[config.mk]
export PLATFORM = sky130hd
export DESIGN_NAME = acx_exec_unit
export DESIGN_NICKNAME = d
export VERILOG_FILES = /design/src/rtl/acx_pkg.sv /design/src/rtl/acx_exec_unit.sv
export VERILOG_INCLUDE_DIRS = /design/src /design/src/rtl
export SDC_FILE = /design/constraint.sdc
export NUM_CORES = 1
export LEC_CHECK = 0
export ABC_AREA = 0
export ABC_CLOCK_PERIOD_IN_PS = 1900
export BUFFER_PORTS_ARGS = -buffer_cell sky130_fd_sc_hd__buf_2
export CAP_MARGIN = 20
export CELL_PAD_IN_SITES_DETAIL_PLACEMENT = 1
export CELL_PAD_IN_SITES_GLOBAL_PLACEMENT = 1
export CORE_MARGIN = 8
export CORE_UTILIZATION = 39
export CTS_CLUSTER_DIAMETER = 50
export CTS_CLUSTER_SIZE = 30
export DETAILED_ROUTE_END_ITERATION = 7
export PLACE_DENSITY = 0.82
export SLEW_MARGIN = 40
export SYNTH_ARGS = -nofsm -noshare
export SYNTH_HDL_FRONTEND = slang
export SYNTH_SLANG_ARGS = --single-unit
[constraint.sdc]
create_clock -name mclk_i -period 1.9 [get_ports mclk_i]
set_clock_uncertainty 0.15 [all_clocks]
set_input_delay 0.095 -clock mclk_i [delete_from_list [all_inputs] [get_ports mclk_i]]
set_output_delay 0.095 -clock mclk_i [all_outputs]
set_load 0.02 [all_outputs]
[src/rtl/acx_params.svh]
// named constants of the add-with-carry execution unit
`ifndef ACX_PARAMS_SVH
`define ACX_PARAMS_SVH

// ---------------------------------------------------------------
// opcodes and cycle counts
// ---------------------------------------------------------------
`define ACX_OPC_WR_WR      8'h12
`define ACX_OPC_WR_IWR     8'h13
`define ACX_OPC_R_R        8'h14
`define ACX_OPC_R_IR       8'h15
`define ACX_OPC_R_IM       8'h16
`define ACX_OPC_IR_IM      8'h17
`define ACX_CYC_SHORT      4'h6
`define ACX_CYC_LONG       4'hA
`define ACX_CYC_WAIT_OFS   4'h2
`define ACX_CYC_FIRST      4'h1
`define ACX_WREG_NIBBLE    4'hE

// ---------------------------------------------------------------
// register map, fields and reset values
// ---------------------------------------------------------------
`define ACX_OFF_CTRL       4'h0
`define ACX_OFF_FLAGS      4'h4
`define ACX_OFF_STATUS     4'h8
`define ACX_OFF_COUNT      4'hC
`define ACX_ST_BUSY        0
`define ACX_ST_BAD         1
`define ACX_ST_RES_LSB     8
`define ACX_ST_RES_MSB     15
`define ACX_RP_RST         8'h00
`define ACX_FLAGS_RST      6'h00
`define ACX_RESP_OKAY      2'h0
`define ACX_RESP_SLVERR    2'h2

`endif

[src/rtl/acx_pkg.sv]
// types shared by the add-with-carry execution unit
package acx_pkg;

  typedef struct packed {
    logic [7:0] opcode_byte;
    logic [7:0] arg1;
    logic [7:0] arg2;
  } acx_inst_t;

  typedef struct packed {
    logic c;
    logic z;
    logic s;
    logic v;
    logic d;
    logic h;
  } acx_flags_t;

  typedef struct packed {
    logic       we;
    logic [7:0] addr;
    logic [7:0] wdata;
  } acx_rf_req_t;

  typedef enum logic [2:0] {
    ACX_IDLE,
    ACX_SRC_PTR,
    ACX_SRC,
    ACX_DST_PTR,
    ACX_DST,
    ACX_WAIT,
    ACX_WB
  } acx_state_t;

endpackage

[src/rtl/acx_exec_unit.sv]
// add-with-carry decode and execution unit with AXI4-Lite registers
//
// Chosen here: the AXI4-Lite register port and the placing of the registers.
`timescale 1ns/10ps
`include "acx_params.svh"

module acx_exec_unit #(
  parameter int AXI_ADDR_W = 8
) (
  input  wire logic                  mclk_i,
  input  wire logic                  rst_n_i,
  input  wire logic                  inst_valid_i,
  input  wire acx_pkg::acx_inst_t    inst_i,
  output logic                       inst_ready_o,
  output logic                       done_o,
  output acx_pkg::acx_rf_req_t       rf_req_o,
  input  wire logic [7:0]            rf_rdata_i,
  input  wire logic [AXI_ADDR_W-1:0] s_axi_awaddr_i,
  input  wire logic                  s_axi_awvalid_i,
  output logic                       s_axi_awready_o,
  input  wire logic [31:0]           s_axi_wdata_i,
  input  wire logic [3:0]            s_axi_wstrb_i,
  input  wire logic                  s_axi_wvalid_i,
  output logic                       s_axi_wready_o,
  output logic [1:0]                 s_axi_bresp_o,
  output logic                       s_axi_bvalid_o,
  input  wire logic                  s_axi_bready_i,
  input  wire logic [AXI_ADDR_W-1:0] s_axi_araddr_i,
  input  wire logic                  s_axi_arvalid_i,
  output logic                       s_axi_arready_o,
  output logic [31:0]                s_axi_rdata_o,
  output logic [1:0]                 s_axi_rresp_o,
  output logic                       s_axi_rvalid_o,
  input  wire logic                  s_axi_rready_i
);

  if (AXI_ADDR_W < 5 || AXI_ADDR_W > 32) begin : g_bad_addr_w
    $error("AXI_ADDR_W must lie between 5 and 32");
  end

  // ---------------------------------------------------------------
  // declarations
  // ---------------------------------------------------------------
  acx_pkg::acx_state_t   state;
  acx_pkg::acx_state_t   next_state;
  acx_pkg::acx_flags_t   flags;
  acx_pkg::acx_flags_t   pend_flags;
  acx_pkg::acx_inst_t    inst_q;
  logic [7:0]            rp;
  logic [3:0]            rp_hi_q;
  logic                  short_q;
  logic [3:0]            cyc;
  logic [3:0]            cyc_total;
  logic [7:0]            src_q;
  logic [7:0]            result_q;
  logic [7:0]            rf_addr;
  logic [7:0]            next_addr;
  logic                  rf_we;
  logic                  bad_op;
  logic [31:0]           done_count;
  logic                  accept;
  logic                  legal;
  logic [8:0]            sum9;
  logic [4:0]            low5;
  logic                  aw_got;
  logic                  w_got;
  logic [3:0]            aw_off;
  logic                  aw_hi_ok;
  logic [31:0]           wdata_q;
  logic [3:0]            wstrb_q;
  logic                  wr_do;
  logic [3:0]            ar_off;
  logic                  ar_hi_ok;

  // full-register operand: nibble E maps onto the working group
  function automatic logic [7:0] acx_resolve(input logic [7:0] b,
                                             input logic [3:0] grp);
    acx_resolve = (b[7:4] == `ACX_WREG_NIBBLE) ? {grp, b[3:0]} : b;
  endfunction

  // ---------------------------------------------------------------
  // decode and sequencing
  // ---------------------------------------------------------------
  assign accept       = inst_valid_i && (state == acx_pkg::ACX_IDLE);
  assign inst_ready_o = (state == acx_pkg::ACX_IDLE);
  assign legal        = (inst_i.opcode_byte >= `ACX_OPC_WR_WR) &&
                        (inst_i.opcode_byte <= `ACX_OPC_IR_IM);

  always_comb begin
    next_state = state;
    next_addr  = rf_addr;
    unique case (state)
      acx_pkg::ACX_IDLE: begin
        if (accept && legal) begin
          unique case (inst_i.opcode_byte)
            `ACX_OPC_WR_WR: begin
              next_addr  = {rp[7:4], inst_i.arg1[3:0]};
              next_state = acx_pkg::ACX_SRC;
            end
            `ACX_OPC_WR_IWR: begin
              next_addr  = {rp[7:4], inst_i.arg1[3:0]};
              next_state = acx_pkg::ACX_SRC_PTR;
            end
            `ACX_OPC_R_R: begin
              next_addr  = acx_resolve(inst_i.arg1, rp[7:4]);
              next_state = acx_pkg::ACX_SRC;
            end
            `ACX_OPC_R_IR: begin
              next_addr  = acx_resolve(inst_i.arg1, rp[7:4]);
              next_state = acx_pkg::ACX_SRC_PTR;
            end
            `ACX_OPC_R_IM: begin
              next_addr  = acx_resolve(inst_i.arg1, rp[7:4]);
              next_state = acx_pkg::ACX_DST;
            end
            default: begin
              next_addr  = acx_resolve(inst_i.arg1, rp[7:4]);
              next_state = acx_pkg::ACX_DST_PTR;
            end
          endcase
        end
      end
      acx_pkg::ACX_SRC_PTR: begin
        next_addr  = rf_rdata_i;
        next_state = acx_pkg::ACX_SRC;
      end
      acx_pkg::ACX_SRC: begin
        // source has been fetched; the destination follows it
        if (short_q) begin
          next_addr = {rp_hi_q, inst_q.arg1[7:4]};
        end else begin
          next_addr = acx_resolve(inst_q.arg2, rp_hi_q);
        end
        next_state = acx_pkg::ACX_DST;
      end
      acx_pkg::ACX_DST_PTR: begin
        next_addr  = rf_rdata_i;
        next_state = acx_pkg::ACX_DST;
      end
      acx_pkg::ACX_DST: begin
        next_state = acx_pkg::ACX_WAIT;
      end
      acx_pkg::ACX_WAIT: begin
        // pad out to the fixed instruction length
        if (cyc == cyc_total - `ACX_CYC_WAIT_OFS) begin
          next_state = acx_pkg::ACX_WB;
        end
      end
      acx_pkg::ACX_WB: begin
        next_state = acx_pkg::ACX_IDLE;
      end
    endcase
  end

  always_ff @(posedge mclk_i or negedge rst_n_i) begin
    if (!rst_n_i) begin
      state   <= acx_pkg::ACX_IDLE;
      rf_addr <= 8'h00;
      rf_we   <= 1'b0;
    end else begin
      state   <= next_state;
      rf_addr <= next_addr;
      rf_we   <= (next_state == acx_pkg::ACX_WB);
    end
  end

  // instruction latch; the pointer group is frozen for the whole op
  always_ff @(posedge mclk_i or negedge rst_n_i) begin
    if (!rst_n_i) begin
      inst_q    <= '0;
      rp_hi_q   <= 4'h0;
      short_q   <= 1'b0;
      cyc_total <= `ACX_CYC_SHORT;
    end else if (accept) begin
      inst_q  <= inst_i;
      rp_hi_q <= rp[7:4];
      short_q <= (inst_i.opcode_byte <= `ACX_OPC_WR_IWR);
      cyc_total <= (inst_i.opcode_byte <= `ACX_OPC_WR_IWR) ?
                   `ACX_CYC_SHORT : `ACX_CYC_LONG;
    end
  end

  always_ff @(posedge mclk_i or negedge rst_n_i) begin
    if (!rst_n_i) begin
      cyc <= 4'h0;
    end else if (accept) begin
      cyc <= `ACX_CYC_FIRST;
    end else if (state != acx_pkg::ACX_IDLE) begin
      cyc <= cyc + `ACX_CYC_FIRST;
    end
  end

  // ---------------------------------------------------------------
  // arithmetic
  // ---------------------------------------------------------------
  assign sum9 = {1'b0, rf_rdata_i} + {1'b0, src_q} + {8'h00, flags.c};
  assign low5 = {1'b0, rf_rdata_i[3:0]} + {1'b0, src_q[3:0]} +
                {4'h0, flags.c};

  always_ff @(posedge mclk_i or negedge rst_n_i) begin
    if (!rst_n_i) begin
      src_q      <= 8'h00;
      result_q   <= 8'h00;
      pend_flags <= `ACX_FLAGS_RST;
    end else begin
      if (accept && (inst_i.opcode_byte >= `ACX_OPC_R_IM)) begin
        src_q <= inst_i.arg2;
      end else if (state == acx_pkg::ACX_SRC) begin
        src_q <= rf_rdata_i;
      end
      if (state == acx_pkg::ACX_DST) begin
        result_q     <= sum9[7:0];
        pend_flags.c <= sum9[8];
        pend_flags.z <= (sum9[7:0] == 8'h00);
        pend_flags.s <= sum9[7];
        pend_flags.v <= (rf_rdata_i[7] == src_q[7]) &&
                        (sum9[7] != rf_rdata_i[7]);
        pend_flags.d <= 1'b0;
        pend_flags.h <= low5[4];
      end
    end
  end

  // only the destination address is ever driven with a write
  assign rf_req_o = '{we: rf_we, addr: rf_addr, wdata: result_q};
  assign done_o   = rf_we;

  // ---------------------------------------------------------------
  // register bus slave
  // ---------------------------------------------------------------
  assign s_axi_awready_o = !aw_got && !s_axi_bvalid_o;
  assign s_axi_wready_o  = !w_got && !s_axi_bvalid_o;
  assign s_axi_arready_o = !s_axi_rvalid_o;
  assign wr_do           = aw_got && w_got && !s_axi_bvalid_o;
  assign ar_off          = s_axi_araddr_i[3:0];
  assign ar_hi_ok        = (s_axi_araddr_i[AXI_ADDR_W-1:4] == '0);

  always_ff @(posedge mclk_i or negedge rst_n_i) begin
    if (!rst_n_i) begin
      aw_got   <= 1'b0;
      aw_off   <= 4'h0;
      aw_hi_ok <= 1'b0;
    end else if (s_axi_awvalid_i && s_axi_awready_o) begin
      aw_got   <= 1'b1;
      aw_off   <= s_axi_awaddr_i[3:0];
      aw_hi_ok <= (s_axi_awaddr_i[AXI_ADDR_W-1:4] == '0);
    end else if (wr_do) begin
      aw_got <= 1'b0;
    end
  end

  always_ff @(posedge mclk_i or negedge rst_n_i) begin
    if (!rst_n_i) begin
      w_got   <= 1'b0;
      wdata_q <= 32'h0000_0000;
      wstrb_q <= 4'h0;
    end else if (s_axi_wvalid_i && s_axi_wready_o) begin
      w_got   <= 1'b1;
      wdata_q <= s_axi_wdata_i;
      wstrb_q <= s_axi_wstrb_i;
    end else if (wr_do) begin
      w_got <= 1'b0;
    end
  end

  always_ff @(posedge mclk_i or negedge rst_n_i) begin
    if (!rst_n_i) begin
      s_axi_bvalid_o <= 1'b0;
      s_axi_bresp_o  <= `ACX_RESP_OKAY;
    end else if (wr_do) begin
      s_axi_bvalid_o <= 1'b1;
      s_axi_bresp_o <= (aw_hi_ok && (aw_off[1:0] == 2'h0)) ?
                       `ACX_RESP_OKAY : `ACX_RESP_SLVERR;
    end else if (s_axi_bready_i) begin
      s_axi_bvalid_o <= 1'b0;
    end
  end

  // register pointer; sampled only when an instruction is taken
  always_ff @(posedge mclk_i or negedge rst_n_i) begin
    if (!rst_n_i) begin
      rp <= `ACX_RP_RST;
    end else if (wr_do && aw_hi_ok && (aw_off == `ACX_OFF_CTRL) &&
                 wstrb_q[0]) begin
      rp <= wdata_q[7:0];
    end
  end

  // the commit of an instruction wins over a software write
  always_ff @(posedge mclk_i or negedge rst_n_i) begin
    if (!rst_n_i) begin
      flags <= `ACX_FLAGS_RST;
    end else if (state == acx_pkg::ACX_WB) begin
      flags <= pend_flags;
    end else if (wr_do && aw_hi_ok && (aw_off == `ACX_OFF_FLAGS) &&
                 wstrb_q[0]) begin
      flags <= wdata_q[5:0];
    end
  end

  // sticky unsupported-opcode bit, write one to clear, set wins
  always_ff @(posedge mclk_i or negedge rst_n_i) begin
    if (!rst_n_i) begin
      bad_op <= 1'b0;
    end else if (accept && !legal) begin
      bad_op <= 1'b1;
    end else if (wr_do && aw_hi_ok && (aw_off == `ACX_OFF_STATUS) &&
                 wstrb_q[0] && wdata_q[`ACX_ST_BAD]) begin
      bad_op <= 1'b0;
    end
  end

  always_ff @(posedge mclk_i or negedge rst_n_i) begin
    if (!rst_n_i) begin
      done_count <= 32'h0000_0000;
    end else if (rf_we) begin
      done_count <= done_count + 32'h0000_0001;
    end
  end

  always_ff @(posedge mclk_i or negedge rst_n_i) begin
    if (!rst_n_i) begin
      s_axi_rvalid_o <= 1'b0;
      s_axi_rdata_o  <= 32'h0000_0000;
      s_axi_rresp_o  <= `ACX_RESP_OKAY;
    end else if (s_axi_arvalid_i && s_axi_arready_o) begin
      s_axi_rvalid_o <= 1'b1;
      s_axi_rdata_o  <= 32'h0000_0000;
      s_axi_rresp_o  <= `ACX_RESP_OKAY;
      if (!ar_hi_ok) begin
        s_axi_rresp_o <= `ACX_RESP_SLVERR;
      end else begin
        unique case (ar_off)
          `ACX_OFF_CTRL: begin
            s_axi_rdata_o[7:0] <= rp;
          end
          `ACX_OFF_FLAGS: begin
            s_axi_rdata_o[5:0] <= flags;
          end
          `ACX_OFF_STATUS: begin
            s_axi_rdata_o[`ACX_ST_BUSY] <= (state != acx_pkg::ACX_IDLE);
            s_axi_rdata_o[`ACX_ST_BAD]  <= bad_op;
            s_axi_rdata_o[`ACX_ST_RES_MSB:`ACX_ST_RES_LSB] <= result_q;
          end
          `ACX_OFF_COUNT: begin
            s_axi_rdata_o <= done_count;
          end
          default: begin
            s_axi_rresp_o <= `ACX_RESP_SLVERR;
          end
        endcase
      end
    end else if (s_axi_rready_i) begin
      s_axi_rvalid_o <= 1'b0;
    end
  end

endmodule

# ---- Word-level counts from Yosys, hierarchy flattened
# Index checks and enable logic that the tools add are counted.
dict set report word_totals {
  ff_bits 163
  inputBits 92
  out_inout_bits 60
}
dict set report op_classes {
  addsub 7
  order_cmp 4
  eq_ne 23
  muxes 35
  reduce_logical 51
}
# op n
set ops {}
lappend ops {{$mux W8} 7}
lappend ops {{$eq A8 B5 Y1 const B} 5}
lappend ops {{$add A32 B1 Y32 const B} 1}
lappend ops {{$mux W32} 1}
lappend ops {{$pmux W8 S3} 1}
lappend ops {{$logic_and A1 B1 Y1} 22}
lappend ops {{$eq A4 B4 Y1 const B} 5}
lappend ops {{$pmux W3 S6} 1}
lappend ops {{$ge A8 B5 Y1 const B} 2}
lappend ops {{$le A8 B5 Y1 const B} 2}
lappend ops {{$logic_not A4 Y1} 4}
lappend ops {{$mux W16} 1}
lappend ops {{$pmux W8 S2} 1}
lappend ops {{$reduce_bool A2 Y1} 8}
lappend ops {{$eq A3 B3 Y1 const B} 4}
lappend ops {{$mux W4} 3}
lappend ops {{$mux W6} 2}
lappend ops {{$pmux W4 S3} 1}
lappend ops {{$reduce_or A2 Y1} 5}
lappend ops {{$add A8 B8 Y9} 1}
lappend ops {{$add A9 B1 Y9} 1}
lappend ops {{$mux W1} 9}
lappend ops {{$pmux W3 S3} 1}
lappend ops {{$eq A4 B3 Y1 const B} 2}
lappend ops {{other kinds (21)} 30}

# ---- Depth between registers and ports, before layout
dict set report depth {
  word_depth 8
  ltp_mapped 9
}

# ---- Worst setup path before layout
# OpenSTA, ideal clock, no wires.
dict set report synth_timing {
  kind {register -> register}
  start {reg s_axi_bvalid_o}
  end {reg rp[0]}
  arrival_ns 1.947
  required_ns 1.625
  slack_ns -0.321
  path_stages_with_launch 6
  path_buffers 0
  path_cell_list {dfrtp_1 > nand3b_1 > nor4b_1 > nand2_1 > nor3_2 > mux2_2}
}
dict set report synth_between {
  elab_chain_len 5
}
# element line_no
set synth_lines {}
lappend synth_lines {{start: declaration} acx_exec_unit.sv:26} ;# output logic s_axi_bvalid_o,
lappend synth_lines {{start signal: assignment} acx_exec_unit.sv:268} ;# s_axi_bvalid_o <= 1'b0;
lappend synth_lines {{start signal: assignment} acx_exec_unit.sv:271} ;# s_axi_bvalid_o <= 1'b1;
lappend synth_lines {{start signal: assignment} acx_exec_unit.sv:275} ;# s_axi_bvalid_o <= 1'b0;
lappend synth_lines {{$logic_not A1 Y1} acx_exec_unit.sv:234} ;# assign wr_do = aw_got && w_got && !s_axi_bvalid_o;
lappend synth_lines {{$logic_and A1 B1 Y1} acx_exec_unit.sv:234}
lappend synth_lines {{$logic_and A1 B1 Y1 (3 in a row)} acx_exec_unit.sv:283} ;# end else if (wr_do && aw_hi_ok && (aw_off == `ACX_OFF_CTRL) &&
lappend synth_lines {{end signal: assignment} acx_exec_unit.sv:282} ;# rp <= `ACX_RP_RST;
lappend synth_lines {{end signal: assignment} acx_exec_unit.sv:285} ;# rp <= wdata_q[7:0];
lappend synth_lines {{end: declaration} acx_exec_unit.sv:49} ;# logic [7:0] rp;
# Every way passes these cells.
# A chain may end at the register's enable or synchronous reset.

# ---- Final worst setup path
dict set report layout_timing {
  start {reg src_q[0]}
  end {reg pend_flags[4] (netlist bit)}
}
dict set report layout_between {
  elab_chain_len 3
}
# element line_no
set layout_lines {}
lappend layout_lines {{start: declaration} acx_exec_unit.sv:54} ;# logic [7:0] src_q;
lappend layout_lines {{start signal: assignment} acx_exec_unit.sv:207} ;# src_q <= inst_i.arg2;
lappend layout_lines {{start signal: assignment} acx_exec_unit.sv:209} ;# src_q <= rf_rdata_i;
lappend layout_lines {{$add A8 B8 Y9} acx_exec_unit.sv:196} ;# assign sum9 = {1'b0, rf_rdata_i} + {1'b0, src_q} + {8'h00, flags.c};
lappend layout_lines {{$add A9 B1 Y9} acx_exec_unit.sv:196}
lappend layout_lines {{$logic_not A8 Y1} acx_exec_unit.sv:214} ;# pend_flags.z <= (sum9[7:0] == 8'h00);
lappend layout_lines {{end signal: assignment} acx_exec_unit.sv:204} ;# pend_flags <= `ACX_FLAGS_RST;
lappend layout_lines {{end: declaration} acx_exec_unit.sv:47} ;# acx_pkg::acx_flags_t pend_flags;
# Every way passes these cells.

==> run_results.csv <==
group,metric,value,unit
job,maxCapViolCount,0,
sta,finalHoldWorstSlack,0.0233,ns
setup_path,worstPathArrival,2.37,ns
clock_tree,cts_tree,"yes",
yosys,ys_seq_elements,154,
power_and_ir_drop,leakagePower,4.74,nW
floorplanning,die_w,152,um
clock_tree,cts_root_buf,"clkbuf_16",
drt,firstDrtPassIters,7,
floorplanning,io_pins,152,
clock_tree,path_clk_slew,0.07,ns
yosys,yosysSeqAreaShare,53.4,%
drt,avgViaCountPerCell,5.42,
placement,hpwl,14.8,mm
sta,max_freq,0.457,GHz
global_routing,grt_max_degree,63,
sta,drv_slew,0,
cells_and_area,seq_area,3860,sq um
yosys,synth_edf_count,0,
setup_path,path_class,"reg -> reg",
power_and_ir_drop,power.switching,4.64,mW
power_and_ir_drop,combPwrFrac,36.7,%
global_routing,grt_pass1_wl,37.4,mm
yosys,ys_warn_count,0,
floorplanning,dieArea,23100,sq um
power_and_ir_drop,pwr-share-seq,38.0,%
hold_path,worst_hold_path_type,"in -> reg",
yosys,synth.distinct_cells,63,
yosys,synthTopCellsByArea,"dfrtp_1 53%, mux2_2 6.2%, xnor2_1 3.0%",
yosys,netlist.area_leader.share,53.1,%
yosys,ys_async_sr_fraction,100,%
power_and_ir_drop,powerDensity,1270,nW/um^2
power_and_ir_drop,clock_power_share,25.3,%
placement,gp_congestion,0.883,
sta,fin_crit_sh,115,%
setup_path,cp-start-kind,"flop",
setup_path,path_cells,"inv_2 > fa_2 > inv_2 > fa_2 > a21o_1 > a21oi_2 > xor2_1 > o211ai_1 > o31ai_1",
clock_tree,cts-buffers-inserted,17,
yosys,syn_inst,650,
global_routing,antenna_found_initial,0,
drt,drc_errors,0,
setup_path,cp.required,2.08,ns
clock_tree,cts_buffer_depth,2,
setup_path,max_stage_delay,0.37,ns
power_and_ir_drop,p_sw_share,36.6,%
cells_and_area,syn2layout_area_growth,38.0,%
setup_path,cpLargestDelayFamily,"compound AO/OA/AOI/OAI gates",
yosys,syn_avg_cell_area,11.1,sq um
cells_and_area,mostFrequentLayoutCells,"151 x dfrtp_1, 119 x buf_2, 64 x buf_4, 55 x nand2_1, 49 x dlygate4sd3_1",
yosys,synth_area_leader_cell,"dfrtp_1",
drt,wl_per_cell,20.9,um
clock_tree,h-tree-depth,4,
drt,ant_nets,0,
floorplanning,core,18100,sq um
setup_path,path_buf_inv,2,
status,violations,"setup timing",
power_and_ir_drop,p_int,8.03,mW
sta,rsz0062_at_grt,"yes",
floorplanning,die_y,152,um
setup_path,path_max_fanout,3,
setup_path,crit_path_top_delay_cell,"dfrtp_1",
cells_and_area,final_layout_size_suffix_gt1_share,36.0,%
drt,drt_wl_total,23.5,mm
sta,layout_setup_ws,-0.287,ns
global_routing,grt_util_all_layers,20.1,%
cells_and_area,nFillCells,1908,
yosys,syn-cell-area,7220,sq um
floorplanning,initial_core_util,39.9,%
global_routing,grt_pass1_vias,6809,
yosys,ys.flop_type,"dfrtp_1",
setup_path,cp-end-kind,"flop",
sta,setup_violations,22,
cells_and_area,nNetsFinal,986,
sta,period_needed,2.19,ns
global_routing,grt-ovfl-total,0,
floorplanning,row_count,49,
sta,tns,-2.50,ns
sta,final-hold-violation-count,0,
drt,routed-via-count,6091,
cells_and_area,multi_input_comb_area,3320,sq um
drt,drtIter0Drc,371,
cells_and_area,antenna_cells,0,
power_and_ir_drop,vdd_drop_max,0.653,mV
cells_and_area,layout_commonest_cell,"dfrtp_1",
clock_tree,cts.sinks,154,
clock_tree,clock_latency,0.43,ns
placement,numPortBuffers,122,
status,status,"finished, violations left",
-- cells in the mapped netlist (3+ instances only) --
cell	n
dfrtp_1	153
nand2_1	57
mux2_2	40
o21ai_0	37
nor2_1	34
inv_1	31
xnor2_1	25
a21oi_1	24
clkbuf_1	21
mux2i_1	21
a22o_1	18
nand3_1	14
xor2_1	12
nor3_1	11
a222oi_1	10
ha_1	10
nand4_1	10
a21o_1	8
nand2b_1	8
nor2b_1	7
and3_1	6
o21a_1	6
o22ai_1	6
and2_1	5
buf_2	5
buf_4	5
a31oi_1	4
o221ai_1	4
o31ai_1	4
a22oi_1	3
nor3b_1	3
or3_1	3
-- final timing paths --
path                                   startpoint                to  slack (ns)  cells after the start
worst max-delay path                     src_q[0]     pend_flags[4]       -0.29                      9
worst min-delay path            s_axi_araddr_i[3]  s_axi_rdata_o[3]        0.02                      4
worst max register to register           src_q[0]     pend_flags[4]       -0.29                      9
worst min register to register         rf_addr[5]        rf_addr[5]        0.34                      1
max in group asynchronous                 rst_n_i          src_q[0]        1.16                      3
min in group asynchronous                 rst_n_i          flags[0]        0.09                      3
-- worst register-to-register path, stage by stage (launching register included) --
cell and delay [ns]:
dfrtp_1 0.37, inv_2 0.07, fa_2 0.20, inv_2 0.04, fa_2 0.37, a21o_1 0.18
a21oi_2 0.17, xor2_1 0.21, o211ai_1 0.12, o31ai_1 0.21
-- cell type report --
cell class,count,share of cell area (%)
Timing Repair Buffer,247,18.2
Clock inverter,14,1.14
Multi-Input combinational cell,430,33.4
Inverter,32,1.28
Sequential cell,154,38.7
Clock buffer,18,4.41
Tap cell,229,2.88
-- logic make-up (layout without fill, tap and decap cells) --
| group | after synthesis | after routing | synth area share, % |
|---|---|---|---|
| AO/OA/AOI/OAI | 140 | 140 | 13.2 |
| XOR/XNOR | 37 | 37 | 4.49 |
| adder cells (fa/ha/maj) | 12 | 12 | 2.29 |
| buffers and inverters | 67 | 311 | 4.33 |
| flip-flops | 154 | 154 | 53.4 |
| multiplexers | 63 | 63 | 9.78 |
| other | 1 | 2 | 0.0520 |
| AND/OR/NAND/NOR | 176 | 176 | 12.5 |
-- power groups by stage --
stage          clock network [mW]  logic [mW]  registers, mW
2_1_floorplan                   0        2.36           4.81
3_3_place_gp                    0        3.88           4.70
3_5_place_dp                    0        4.04           4.75
4_1_cts                      3.24        4.34           4.74
5_1_grt                      3.40        5.03           4.90
6_report                     3.21        4.65           4.82
-- routing by layer --
layer	vias to the layer above	track usage [%]	routed length, um
li1	2778	-	-
met1	3101	23.0	9500
met2	174	36.1	12400
met3	38	4.91	1030
met4	0	6.71	583
met5	-	0	0
-- state kept, by name (all words and copies together) (netlist names), 2 cells and up --
register,flops
result_q,7
inst_q,12
wdata_q,8
s_axi_rdata_o,32
flags,6
pend_flags,5
cyc_total,2
cyc,4
done_count,32
src_q,8
rf_addr,8
state,3
aw_off,4
rp_hi_q,4
rp,8
-- stage by stage --
stage               total power [mW]  setup WS, ns  area, sq um  std cells  utilization [%]
global route                    13.3        -0.451         9960       1124             55.1
CTS                             12.3        -0.327         9800       1118             54.2
global placement                8.57        -0.240         8580       1031             47.4
finish                          12.7        -0.287         9960       1124             55.1
floorplan                       7.16        -0.169         7330        651                -
detailed placement              8.79        -0.333         8580       1031             47.4
-- what timing repair did --
item / 4_1_cts / 5_1_grt
cloned: 0 / 0
buffers inserted: 6 / 10
endpoints found under the setup margin: 50 / 46
hold buffers: 51 / 0
pin swaps: 24 / 17
resized for setup: 28 / 30
endpoints found under the hold margin: 207 / 0
(Power assumes the default switching activity.)
